==> src/rtl/sci_defs.svh <==
// Offsets, field positions, commands and reset values of the interrupt host port
`ifndef SCI_DEFS_SVH
`define SCI_DEFS_SVH

`define SCI_REG_PTR 4'h0
`define SCI_REG_HS_IE 4'h1
`define SCI_REG_VEC 4'h2
`define SCI_REG_PEND 4'h3
`define SCI_REG_DATA 4'h8
`define SCI_REG_MASTER 4'h9

`define SCI_PTR_HIGH_CODE 3'h1
`define SCI_PTR_CLR_MASK 8'he0

`define SCI_CMD_RST_EXT 3'h2
`define SCI_CMD_RST_TX 3'h5
`define SCI_CMD_RST_ERR 3'h6
`define SCI_CMD_RST_IUS 3'h7

`define SCI_HS_EXT_IE 0
`define SCI_HS_TX_IE 1
`define SCI_HS_DTR_REQ 2
`define SCI_HS_RX_MODE_LO 3
`define SCI_HS_RX_SEL 5
`define SCI_HS_FUNC 6
`define SCI_HS_EN 7

`define SCI_RX_OFF 2'h0
`define SCI_RX_FIRST 2'h1
`define SCI_RX_ALL 2'h2
`define SCI_RX_SPECIAL 2'h3

`define SCI_MI_VIS 0
`define SCI_MI_NV 1
`define SCI_MI_MIE 3

`define SCI_ST_NONE 3'h3
`define SCI_SRC_RX 0
`define SCI_SRC_TX 1
`define SCI_SRC_EXT 2

`define SCI_RESET_BYTE 8'h00
`define SCI_RESET_FLAGS 6'h00

`endif

==> src/rtl/sci_pkg.sv <==
// Types of the interrupt host port
package sci_pkg;

   typedef struct packed {
      logic cs_n;
      logic rd_n;
      logic wr_n;
      logic chan_a;
      logic data_sel;
      logic irq_ack_n;
      logic chain_enable_in;
      logic [7:0] data_in;
      logic [1:0] cts_in;
      logic [1:0] carrier_detect_in;
      logic [1:0] sync_in;
   } sci_pins_t;

   typedef struct packed {
      logic rx_char;
      logic rx_special;
      logic tx_empty;
      logic tx_underrun;
      logic baud_zero;
      logic break_det;
      logic abort_det;
      logic end_of_poll;
      logic rx_ready;
      logic tx_ready;
      logic terminal_ready;
   } sci_chan_ev_t;

   typedef struct packed {
      sci_pins_t pin_s1;
      sci_pins_t pin_s2;
      logic rd_prev;
      logic wr_prev;
      logic [1:0][2:0] modem_prev;
      logic [1:0] break_prev;
      logic [1:0] abort_prev;
      logic [1:0] eop_prev;
      logic [1:0][7:0] command_pointer;
      logic [1:0][7:0] handshake_and_int_enable;
      logic [7:0] vector_program;
      logic [7:0] master_int_control;
      logic [5:0] pending_bit;
      logic [5:0] under_service_bit;
      logic [1:0] special;
      logic [1:0] first_done;
      logic [1:0] tx_armed;
      logic drive;
      logic [7:0] data_out;
      logic data_oe;
      logic int_n;
      logic chain_enable_out;
      logic [1:0] handshake_n;
      logic [1:0] dtr_req_n;
      logic [1:0] tx_wr;
      logic [1:0] rx_rd;
      logic [7:0] tx_data;
   } sci_state_t;

endpackage

==> src/rtl/sci_host_port.sv <==
// Interrupt logic and indirect register access of a dual-channel serial controller
`include "sci_defs.svh"

module sci_host_port
   import sci_pkg::*;
(
   input wire logic clock,
   input wire logic rst_n,
   input wire sci_pins_t pins_in,
   input wire sci_chan_ev_t [1:0] chan_ev,
   output logic [7:0] data_out,
   output logic data_oe,
   output logic int_n,
   output logic chain_enable_out,
   output logic [1:0] handshake_n,
   output logic [1:0] dtr_req_n,
   output logic [1:0] tx_wr,
   output logic [1:0] rx_rd,
   output logic [7:0] tx_data
);

   localparam sci_pins_t PIN_IDLE = '{
      cs_n: 1'h1,
      rd_n: 1'h1,
      wr_n: 1'h1,
      chan_a: 1'h0,
      data_sel: 1'h0,
      irq_ack_n: 1'h1,
      chain_enable_in: 1'h0,
      data_in: 8'h00,
      cts_in: 2'h0,
      carrier_detect_in: 2'h0,
      sync_in: 2'h0
   };
   localparam sci_state_t STATE_RESET = '{
      pin_s1: PIN_IDLE,
      pin_s2: PIN_IDLE,
      rd_prev: 1'h0,
      wr_prev: 1'h0,
      modem_prev: 6'h00,
      break_prev: 2'h0,
      abort_prev: 2'h0,
      eop_prev: 2'h0,
      command_pointer: 16'h0000,
      handshake_and_int_enable: 16'h0000,
      vector_program: `SCI_RESET_BYTE,
      master_int_control: `SCI_RESET_BYTE,
      pending_bit: `SCI_RESET_FLAGS,
      under_service_bit: `SCI_RESET_FLAGS,
      special: 2'h0,
      first_done: 2'h0,
      tx_armed: 2'h0,
      drive: 1'h0,
      data_out: `SCI_RESET_BYTE,
      data_oe: 1'h0,
      int_n: 1'h1,
      chain_enable_out: 1'h0,
      handshake_n: 2'h3,
      dtr_req_n: 2'h3,
      tx_wr: 2'h0,
      rx_rd: 2'h0,
      tx_data: `SCI_RESET_BYTE
   };

   sci_state_t state_reg;
   sci_state_t state_next;

   // Source index: channel A first, then receive, transmit, external/status
   function automatic int src(input int ch, input int kind);
      return ch * 3 + kind;
   endfunction

   // Receive interrupt mode field of a channel's enable register
   function automatic logic [1:0] rx_mode_of(input logic [7:0] cfg);
      return cfg[`SCI_HS_RX_MODE_LO +: 2];
   endfunction

   // Pointer after an indirect access: back to register zero, top bits kept
   function automatic logic [7:0] ptr_done(input logic [7:0] p_in);
      return p_in & `SCI_PTR_CLR_MASK;
   endfunction

   // Per-source enables from both channels' enable registers
   function automatic logic [5:0] enable_mask(input logic [1:0][7:0] cfg);
      logic [5:0] m;
      m = 6'h00;
      for (int c = 0; c < 2; c++) begin
         m[src(c, `SCI_SRC_RX)] = rx_mode_of(cfg[c]) != `SCI_RX_OFF;
         m[src(c, `SCI_SRC_TX)] = cfg[c][`SCI_HS_TX_IE];
         m[src(c, `SCI_SRC_EXT)] = cfg[c][`SCI_HS_EXT_IE];
      end
      return m;
   endfunction

   // Pending register layout: channel A receive in bit 5 down to channel B external/status in bit 0
   function automatic logic [7:0] pend_view(input logic [5:0] m);
      logic [7:0] v;
      v = 8'h00;
      for (int i = 0; i < 6; i++) begin
         v[5 - i] = m[i];
      end
      return v;
   endfunction

   // Lowest index set, i.e. highest priority, as one-hot
   function automatic logic [5:0] first_set(input logic [5:0] m);
      logic [5:0] o;
      o = 6'h00;
      for (int i = 5; i >= 0; i--) begin
         if (m[i]) begin
            o = 6'h00;
            o[i] = 1'h1;
         end
      end
      return o;
   endfunction

   // Status code of the highest requesting source
   function automatic logic [2:0] vec_status(input logic [5:0] req, input logic [1:0] special);
      logic [2:0] st;
      st = `SCI_ST_NONE;
      for (int i = 5; i >= 0; i--) begin
         if (req[i]) begin
            case (i % 3)
               `SCI_SRC_RX: st = special[i / 3] ? 3'h3 : 3'h2;
               `SCI_SRC_TX: st = 3'h0;
               default: st = 3'h1;
            endcase
            if (i < 3) begin
               st[2] = 1'h1;
            end
         end
      end
      return st;
   endfunction

   sci_pins_t p;
   logic rd_act;
   logic wr_act;
   logic ack_act;
   logic rd_fall;
   logic wr_fall;
   int ch;
   logic [7:0] ptr;
   logic ptr_high;
   logic [3:0] wr_idx;
   logic [3:0] rd_idx;
   logic [5:0] ie_mask;
   logic [5:0] ie_next;
   logic [5:0] allowed;
   logic [5:0] req;
   logic [7:0] mod_vec;
   logic [7:0] rd_val;
   logic [1:0] rx_mode;
   logic ready;
   logic ext_ev;
   logic [1:0] mode_new;

   always_comb begin
      state_next = state_reg;
      state_next.pin_s1 = pins_in;
      state_next.pin_s2 = state_reg.pin_s1;
      p = state_reg.pin_s2;
      state_next.tx_wr = 2'h0;
      state_next.rx_rd = 2'h0;
      mode_new = 2'h0;

      ack_act = ~p.irq_ack_n & ~p.rd_n;
      rd_act = ~p.cs_n & p.irq_ack_n & ~p.rd_n;
      wr_act = ~p.cs_n & p.irq_ack_n & ~p.wr_n;
      rd_fall = (rd_act | ack_act) & ~state_reg.rd_prev;
      wr_fall = wr_act & ~state_reg.wr_prev;
      state_next.rd_prev = rd_act | ack_act;
      state_next.wr_prev = wr_act;

      ch = p.chan_a ? 0 : 1;
      ptr = state_reg.command_pointer[ch];
      ptr_high = (ptr[5:3] == `SCI_PTR_HIGH_CODE);
      wr_idx = {ptr_high, ptr[2:0]};
      rd_idx = ptr_high ? wr_idx : {2'h0, ptr[1:0]};

      // Enables per source, six sources of one bit each
      ie_mask = enable_mask(state_reg.handshake_and_int_enable);

      // Internal chain: any under-service at or above a source blocks it
      for (int i = 0; i < 6; i++) begin
         allowed[i] = ~|(state_reg.under_service_bit & ((6'h02 << i) - 6'h01));
      end
      req = state_reg.pending_bit & allowed & {6{state_reg.master_int_control[`SCI_MI_MIE]}};

      mod_vec = {state_reg.vector_program[7:4], vec_status(req, state_reg.special),
                 state_reg.vector_program[0]};

      // Register read value
      case (rd_idx)
         `SCI_REG_VEC: rd_val = (ch == 0) ? state_reg.vector_program : mod_vec;
         `SCI_REG_PEND: rd_val = (ch == 0) ? pend_view(state_reg.pending_bit) : 8'h00;
         default: rd_val = 8'h00;
      endcase

      // Pending bits drop with their enable
      state_next.pending_bit = state_reg.pending_bit & ie_mask;

      // Host writes
      if (wr_fall) begin
         if (p.data_sel || wr_idx == `SCI_REG_DATA) begin
            state_next.tx_wr[ch] = 1'h1;
            state_next.tx_data = p.data_in;
            state_next.tx_armed[ch] = 1'h1;
            state_next.pending_bit[src(ch, `SCI_SRC_TX)] = 1'h0;
            if (!p.data_sel) begin
               state_next.command_pointer[ch] = ptr_done(ptr);
            end
         end else begin
            case (wr_idx)
               `SCI_REG_PTR: begin
                  state_next.command_pointer[ch] = p.data_in;
                  case (p.data_in[5:3])
                     `SCI_CMD_RST_EXT: state_next.pending_bit[src(ch, `SCI_SRC_EXT)] = 1'h0;
                     `SCI_CMD_RST_TX: state_next.pending_bit[src(ch, `SCI_SRC_TX)] = 1'h0;
                     `SCI_CMD_RST_ERR: begin
                        state_next.special[ch] = 1'h0;
                        state_next.pending_bit[src(ch, `SCI_SRC_RX)] = 1'h0;
                     end
                     `SCI_CMD_RST_IUS: state_next.under_service_bit =
                        state_reg.under_service_bit & ~first_set(state_reg.under_service_bit);
                     default: ;
                  endcase
               end
               `SCI_REG_HS_IE: begin
                  mode_new = rx_mode_of(p.data_in);
                  if (mode_new != rx_mode_of(state_reg.handshake_and_int_enable[ch])) begin
                     state_next.first_done[ch] = 1'h0;
                  end
                  state_next.handshake_and_int_enable[ch] = p.data_in;
               end
               `SCI_REG_VEC: state_next.vector_program = p.data_in;
               `SCI_REG_MASTER: state_next.master_int_control = p.data_in;
               default: ;
            endcase
            if (wr_idx != `SCI_REG_PTR) begin
               state_next.command_pointer[ch] = ptr_done(ptr);
            end
         end
      end

      // Host reads and acknowledge
      if (rd_fall) begin
         if (ack_act) begin
            if (p.chain_enable_in && |req) begin
               state_next.under_service_bit = state_reg.under_service_bit | first_set(req);
               state_next.drive = ~state_reg.master_int_control[`SCI_MI_NV];
               state_next.data_out = state_reg.master_int_control[`SCI_MI_VIS] ? mod_vec :
                                     state_reg.vector_program;
            end else begin
               state_next.drive = 1'h0;
            end
         end else begin
            state_next.drive = 1'h1;
            if (p.data_sel || rd_idx == `SCI_REG_DATA) begin
               state_next.rx_rd[ch] = 1'h1;
               state_next.data_out = 8'h00;
               if (!state_reg.special[ch]) begin
                  state_next.pending_bit[src(ch, `SCI_SRC_RX)] = 1'h0;
               end
            end else begin
               state_next.data_out = rd_val;
            end
            if (!p.data_sel && rd_idx != `SCI_REG_PTR) begin
               state_next.command_pointer[ch] = ptr_done(ptr);
            end
         end
      end
      state_next.data_oe = (rd_act | ack_act) & (rd_fall ? state_next.drive : state_reg.drive);

      // Source events, applied after host accesses so a set wins over a host clear
      state_next.modem_prev = {p.sync_in[1], p.carrier_detect_in[1], p.cts_in[1],
                               p.sync_in[0], p.carrier_detect_in[0], p.cts_in[0]};
      for (int c = 0; c < 2; c++) begin
         state_next.break_prev[c] = chan_ev[c].break_det;
         state_next.abort_prev[c] = chan_ev[c].abort_det;
         state_next.eop_prev[c] = chan_ev[c].end_of_poll;
         rx_mode = rx_mode_of(state_reg.handshake_and_int_enable[c]);

         if (chan_ev[c].rx_char) begin
            if ((rx_mode == `SCI_RX_FIRST && !state_reg.first_done[c]) || rx_mode == `SCI_RX_ALL) begin
               state_next.pending_bit[src(c, `SCI_SRC_RX)] = 1'h1;
               state_next.first_done[c] = 1'h1;
            end
         end
         if (chan_ev[c].rx_special && rx_mode != `SCI_RX_OFF) begin
            state_next.pending_bit[src(c, `SCI_SRC_RX)] = 1'h1;
            state_next.special[c] = 1'h1;
         end

         if (chan_ev[c].tx_empty && state_reg.tx_armed[c]) begin
            state_next.tx_armed[c] = 1'h0;
            if (ie_mask[src(c, `SCI_SRC_TX)]) begin
               state_next.pending_bit[src(c, `SCI_SRC_TX)] = 1'h1;
            end
         end

         ext_ev = (|(state_next.modem_prev[c] ^ state_reg.modem_prev[c]))
                  | chan_ev[c].tx_underrun | chan_ev[c].baud_zero
                  | (chan_ev[c].break_det & ~state_reg.break_prev[c])
                  | (chan_ev[c].abort_det ^ state_reg.abort_prev[c])
                  | (chan_ev[c].end_of_poll ^ state_reg.eop_prev[c]);
         if (ext_ev && ie_mask[src(c, `SCI_SRC_EXT)]) begin
            state_next.pending_bit[src(c, `SCI_SRC_EXT)] = 1'h1;
         end

         // Block transfer handshake
         ready = state_reg.handshake_and_int_enable[c][`SCI_HS_RX_SEL] ? chan_ev[c].rx_ready :
                 chan_ev[c].tx_ready;
         if (!state_reg.handshake_and_int_enable[c][`SCI_HS_EN]) begin
            state_next.handshake_n[c] = 1'h1;
         end else if (state_reg.handshake_and_int_enable[c][`SCI_HS_FUNC]) begin
            state_next.handshake_n[c] = ~ready;
         end else begin
            state_next.handshake_n[c] = ready;
         end
         state_next.dtr_req_n[c] = state_reg.handshake_and_int_enable[c][`SCI_HS_DTR_REQ] ?
                                   ~chan_ev[c].tx_ready : ~chan_ev[c].terminal_ready;
      end

      // Enables written this cycle gate at once, so no source pends while disabled
      ie_next = enable_mask(state_next.handshake_and_int_enable);
      state_next.pending_bit = state_next.pending_bit & ie_next;

      state_next.int_n = ~(p.chain_enable_in & |req);
      state_next.chain_enable_out = p.chain_enable_in & ~|state_reg.under_service_bit
                                    & ~(ack_act & |req);
   end

   always_ff @(posedge clock) begin
      if (!rst_n) begin
         state_reg <= STATE_RESET;
      end else begin
         state_reg <= state_next;
      end
   end

   assign data_out = state_reg.data_out;
   assign data_oe = state_reg.data_oe;
   assign int_n = state_reg.int_n;
   assign chain_enable_out = state_reg.chain_enable_out;
   assign handshake_n = state_reg.handshake_n;
   assign dtr_req_n = state_reg.dtr_req_n;
   assign tx_wr = state_reg.tx_wr;
   assign rx_rd = state_reg.rx_rd;
   assign tx_data = state_reg.tx_data;

endmodule

==> config.mk <==
export PLATFORM = sky130hd
export DESIGN_NAME = sci_host_port
export DESIGN_NICKNAME = d
export VERILOG_FILES = /design/src/rtl/sci_pkg.sv /design/src/rtl/sci_host_port.sv
export VERILOG_INCLUDE_DIRS = /design/src /design/src/rtl
export SDC_FILE = /design/constraint.sdc
export NUM_CORES = 1
export LEC_CHECK = 0
export BUFFER_PORTS_ARGS = -buffer_cell sky130_fd_sc_hd__buf_2
export CAP_MARGIN = 15
export CORE_ASPECT_RATIO = 0.5
export CORE_MARGIN = 10
export CORE_UTILIZATION = 45
export CTS_CLUSTER_SIZE = 40
export DETAILED_ROUTE_END_ITERATION = 8
export HOLD_SLACK_MARGIN = 0.12
export MAX_ROUTING_LAYER = met4
export PLACE_DENSITY_LB_ADDON = 0.3
export SYNTH_ARGS = -nofsm -noshare
export SYNTH_HDL_FRONTEND = slang
export SYNTH_SLANG_ARGS = --single-unit
==> constraint.sdc <==
create_clock -name clock -period 1.9 [get_ports clock]
set_input_delay 0.095 -clock clock [delete_from_list [all_inputs] [get_ports clock]]
set_output_delay 0.095 -clock clock [all_outputs]
set_load 0.005 [all_outputs]
Yosys cells after proc, flatten, opt, wreduce, memory -nomap -nowiden

Cells that the tools add are included.

$add $sub $neg: 2
$mul: 1
Magnitude comparators: 8
Eq/ne operators: 20
Muxes and demuxes: 116
Bitwise gates (word level): 69
Reductions and logical operators: 62

Operators with widths:

| cell                    | count |
|---|---|
| $mux W6                 | 27 |
| $mux W16                | 10 |
| $bwmux W16              | 5 |
| $mux W66                | 1 |
| $ge A32 B1 Y1 const B   | 2 |
| $lt A32 B5 Y1 const B   | 2 |
| $mux W8                 | 8 |
| $and A6 B6 Y6           | 9 |
| $mux W1                 | 36 |
| $add A32 B2 Y32 const B | 1 |
| $add A32 B3 Y32 const B | 1 |
| $logic_not A32 Y1       | 1 |
| $mux W32                | 1 |
| $not A6 Y6              | 4 |
| $not A1 Y1              | 21 |
| $reduce_bool A2 Y1      | 10 |
| $mux W9                 | 2 |
| $pmux W6 S3             | 1 |
| $pmux W8 S2             | 1 |
| $mux W5                 | 3 |
| $logic_and A1 B1 Y1     | 14 |
| $mux W14                | 1 |
| $and A1 B1 Y1           | 13 |
| $eq A4 B2 Y1 const B    | 3 |
| other kinds (41)        | 101 |

Flip-flop bits (word level): 150
Input bits: 45
Word-level logic and storage cells: 333

Depth between registers and ports, before layout

Word-level depth: 25
Depth in mapped cells: 7
Gate-level depth less buffers: 5

Least setup slack after synthesis

OpenSTA, ideal clock, no wires.

Path kind: reg-to-reg
From: reg state_reg, in the netlist p[17]
To: reg state_reg[37] in the netlist's numbering
Setup time: 0.132 ns
Arrival: 1.879 ns
Setup slack: -0.111 ns
Stages on the path, launching flop included: 6
Cells stage by stage: dfxtp_1 or3b_1 a221o_1 or3_1 o41ai_1 a21oi_1

Cells in the longest elaborated chain, start to end: 12
Elaborated cells between the ends (all ways): 14
Classes of those cells: eq/ne (2); mux (10); reduce/logical (2)

RTL lines:

| what                                             | RTL line             | source |
|---|---|---|
| from (decl)                                      | sci_host_port.sv:65  | `sci_state_t state_reg;` |
| from (signal assigned)                           | sci_host_port.sv:339 | `state_reg <= state_next;` |
| $mux W1 *                                        | sci_host_port.sv:176 | `ch = p.chan_a ? 0 : 1;` |
| $mux W8 (implied by the code) * (3 in series)    | sci_host_port.sv:177 | `ptr = state_reg.command_pointer[ch];` |
| $eq A3 B1 Y1 (no source line)                    | -                    |  |
| $logic_not A4 Y1 or $eq A4 B4 Y1 (tied branches) | -                    |  |
| $mux W14 or $logic_or A1 B1 Y1 (tied branches)   | -                    |  |
| $mux W10 *                                       | sci_host_port.sv:206 | `` if (p.data_sel \|\| wr_idx == `SCI_REG_DATA) begin `` |
| $mux W66 *                                       | sci_host_port.sv:205 | `if (wr_fall) begin` |
| $mux W6                                          | sci_host_port.sv:250 | `if (p.chain_enable_in && \|req) begin` |
| $mux W6                                          | sci_host_port.sv:249 | `if (ack_act) begin` |
| $mux W12 *                                       | sci_host_port.sv:248 | `if (rd_fall) begin` |

Mark *: on every way between the ends. The rest lies on a longest branch, timed or not. The select of a mux whose other input is x is not followed.
A chain may end at the register's enable or synchronous reset.

Worst setup path in the final report

From: reg state_reg[36] in the netlist's numbering
To: reg state_reg[36] in the netlist's numbering

Cells in the longest elaborated chain, start to end: 16
Elaborated cells between the ends (all ways): 37
Classes of those cells: mux (22); bitwise (5); reduce/logical (10)

RTL lines:

| what                                        | RTL line |
|---|---|
| $reduce_or A5 Y1 or $mux W6 (tied branches) | sci_host_port.sv:187, sci_host_port.sv:110 |
| $logic_not A1 Y1 or $mux W6 (tied branches) | sci_host_port.sv:187, sci_host_port.sv:110 |
| $and A6 B6 Y6 or $mux W6 (tied branches)    | sci_host_port.sv:189, sci_host_port.sv:110 |
| $and A6 B6 Y6 or $mux W6 (tied branches)    | sci_host_port.sv:189, sci_host_port.sv:218 |
| $mux W6 (on tied branches)                  | sci_host_port.sv:110, sci_host_port.sv:215 |
| $mux W6 (on tied branches)                  | sci_host_port.sv:110, sci_host_port.sv:206 |
| $mux W6 (on tied branches)                  | sci_host_port.sv:110, sci_host_port.sv:205 |
| $mux W6 or $not A6 Y6 (tied branches)       | sci_host_port.sv:110, sci_host_port.sv:226 |
| $mux W6 or $and A6 B6 Y6 (tied branches)    | sci_host_port.sv:110, sci_host_port.sv:226 |
| $mux W6 (on tied branches)                  | sci_host_port.sv:250, sci_host_port.sv:218 |
| $mux W6 or $mux W14 (tied branches)         | sci_host_port.sv:249, sci_host_port.sv:215 |
| $mux W6 or $mux W10 (tied branches)         | sci_host_port.sv:248, sci_host_port.sv:206 |
| $or A6 B6 Y6 or $mux W66 (tied branches)    | sci_host_port.sv:251, sci_host_port.sv:205 |
| $mux W6                                     | sci_host_port.sv:250 |
| $mux W6                                     | sci_host_port.sv:249 |
| $mux W12 *                                  | sci_host_port.sv:248 |

Marks and branches as above.

==> run_results.csv <==
group,metric,value,unit
placement,hpwl,11450,um
min_path,hold_class,"input pin to flip-flop",
grt,antenna_found_initial,1,
clock_network,cts.clk_slew.worst_paths,0.07,ns
power,power_density,849.5,nW/um^2
flow_run,maxCapViolCount,0,
critical_path,crit_path_end_kind,"flip-flop",
finish,layout-drive-gt1-share,0.2982,
power,power.leakage,3.424,nW
placement,placed_area,6723,um^2
timing,fmax,0.5093,GHz
drt,drtPass1Iterations,5,
timing,setup_viol,4,
finish,layout.nets,831,
synthesis,synth_warnings,0,
drt,via_count,5083,
synthesis,ys_seq_elements,141,
power,switching_share,0.2373,
placement,pre_cts_slack,-0.1426,ns
clock_network,htree_num_levels,4,
critical_path,cp.required,2.24,ns
synthesis,yosys.cell_types.count,63,
power,pwr-share-comb,0.054,
critical_path,path_class,"flip-flop to flip-flop",
synthesis,yosysSeqAreaShare,0.4841,
die,die_area,18190,um^2
grt,grt_use_met1,0.2463,
power,power_switching,1.616,mW
grt,grt_usage,0.1805,
grt,grt_max_degree,46,
synthesis,syn_inst,623,
timing,period_needed,1.963,ns
timing,setup_ws,-0.06337,ns
power,clockPowerShare,0.498,
placement,dp.cells,885,
clock_network,insertion_delay,0.42,ns
timing,final_max_slew_viol_count,0,
grt,grt_pass1_wl,25580,um
drt,drc,0,
drt,vias_per_cell,5.246,
clock_network,cts_buffers,17,
timing,tns,-0.1191,ns
synthesis,netlist_area,5831,um^2
critical_path,crit_arrival,2.31,ns
die,initial_utilization,0.4604,
drt,ant_nets,0,
critical_path,cp-start-kind,"flip-flop",
die,num_rows,29,
clock_network,clk_path_buf_depth,2,
drt,drtIter0Drc,425,
grt,met3_usage,0.04946,
grt,busiest_layer,"met2",
synthesis,async_flop_share,0,
power,p_seq_frac,0.448,
timing,rsz0062_at_grt,"true",
clock_network,cts-root-buf,"clkbuf_16",
synthesis,avgSynthCellArea,9.359,um^2
die,die_x,181.0,um
timing,slew_headroom,0.5190,
finish,final-instance-count-excl-fill,969,
power,power.internal,5.193,mW
critical_path,cp_max_fo,4,
synthesis,syn-num-nets,668,
synthesis,synth_edf_count,0,
finish,largest_register_ffs,53,
timing,min_period_over_period,1.033,
grt,grt_pass1_vias,4805,
die,core-area,12660,um^2
synthesis,ys.flop_type,"dfxtp_1",
drt,wl_per_cell,16.86,um
outcome,status,"finished with violations",
die,io_pins,72,
finish,design_area,8015,um^2
timing,tightest_slew,0.7033,ns
placement,io_buffers,71,
clock_network,cts_tree,"yes",
placement,gp_congestion,0.9460,
timing,skew,0.008256,ns
clock_network,clkSinkCount,141,
die,die_h,100.5,um
outcome,violations,"negative setup slack",
power,ir_drop,483.7,uV
timing,final_hold_viol_count,0,
grt,overflow,0,
drt,wl,16340,um
grt,met2_usage,0.2578,
finish,synthToLayoutAreaGrowth,37.47,%
==> routing by layer <==
layer	up-vias	share of wire
met1	2386	0.50
met4	0	0.010
met5	-	0
li1	2501	-
met2	183	0.42
met3	13	0.073
==> worst max-delay path: stages (launching register included) <==
cell	delay (ns)
dfxtp_4	0.37
buf_4	0.15
nor4_4	0.31
nand3_2	0.13
a311o_1	0.31
or4_1	0.47
a21oi_1	0.15
==> repair_timing <==
action	4_1_cts	5_1_grt
setup buffers	0	6
pin swaps	2	12
hold buffers	45	0
setup endpoints to repair	10	75
endpoints found under the hold margin	41	0
gates resized for setup	3	39
==> synthesized netlist by cell type (all sizes together), types with 4 or more instances <==
master  count  area (um^2)
buf        32        224.0
nor3b       7        52.55
o31ai      11        82.58
o211ai      4        35.03
a31oi      11        68.82
nor2       64        240.2
a21oi      35        175.2
nand2      25        93.84
or2         4        25.02
nand2b     15        93.84
nor4        7        71.31
clkbuf     28        105.1
nand4       6        37.54
mux2i      38        380.4
xor2       12        105.1
nand3      17        85.08
nand3b      4        30.03
dfxtp     141         2823
nor3        4        20.02
nor2b       5        31.28
and2       49        306.5
o21ai      28        140.1
inv         7        26.28
nor4b       5        50.04
a22oi      12        90.09
or3         4        25.02
==> per-stage QoR <==
stage / hold WS (ns) / power [mW] / util
final: 0.1540 / 6.809 / 0.6329
after global routing: 0.1736 / 7.038 / 0.6329
after CTS: 0.1421 / 6.840 / 0.6151
after detailed placement: 0.2811 / 3.397 / 0.5309
after global placement: 0.2791 / 3.394 / 0.5309
after floorplan: 0.1965 / 3.255 / -
==> worst paths after layout <==
check        slack, ns  depth (start not counted)     startpoint             end
min reg2reg       0.40                          1      flip-flop  handshake_n[1]
min               0.15                          3          rst_n   state_reg[32]
max reg2reg      -0.06                          6  state_reg[36]   state_reg[36]
max              -0.06                          6  state_reg[36]   state_reg[36]
==> layout by cell type (no fill, tap or decap), types with 15 or more instances in the layout <==
cell type	count
dfxtp_1	137
and2_1	49
a21oi_1	35
buf_4	80
buf_2	71
clkbuf_16	17
nor2_1	62
nand3_1	16
o21ai_0	28
dlygate4sd3_1	45
nand2b_1	15
mux2i_1	37
nand2_1	25
==> power groups by stage <==
stage	registers [mW]	clock network (mW)	logic, mW
after CTS	3.05	3.44	0.353
after global routing	3.05	3.58	0.405
after global placement	3.11	0	0.280
final	3.05	3.39	0.370
after floorplan	3.10	0	0.157
after detailed placement	3.12	0	0.281
==> final cells by class <==
type / count / area, um^2
Antenna cell: 1 / 2.502
Sequential cell: 141 / 2835
Fill cell: 1037 / 4648
Inverter: 8 / 30.03
Multi-Input combinational cell: 414 / 2823
Tap cell: 170 / 212.7
Timing Repair Buffer: 204 / 1511
Clock buffer: 17 / 425.4
Clock inverter: 14 / 175.2
==> logic make-up (layout without fill, tap and decap cells) <==
family          after synthesis  in the layout  synth area share
compound gates              131            131            0.1470
xor+xnor                     14             14           0.02103
buf+inv                      68            243           0.06159
flops                       141            141            0.4841
mux                          40             40           0.06910
other cells                   0              1                 0
simple gates                229            229            0.2172
No activity file was read; power rests on OpenSTA's default activity.
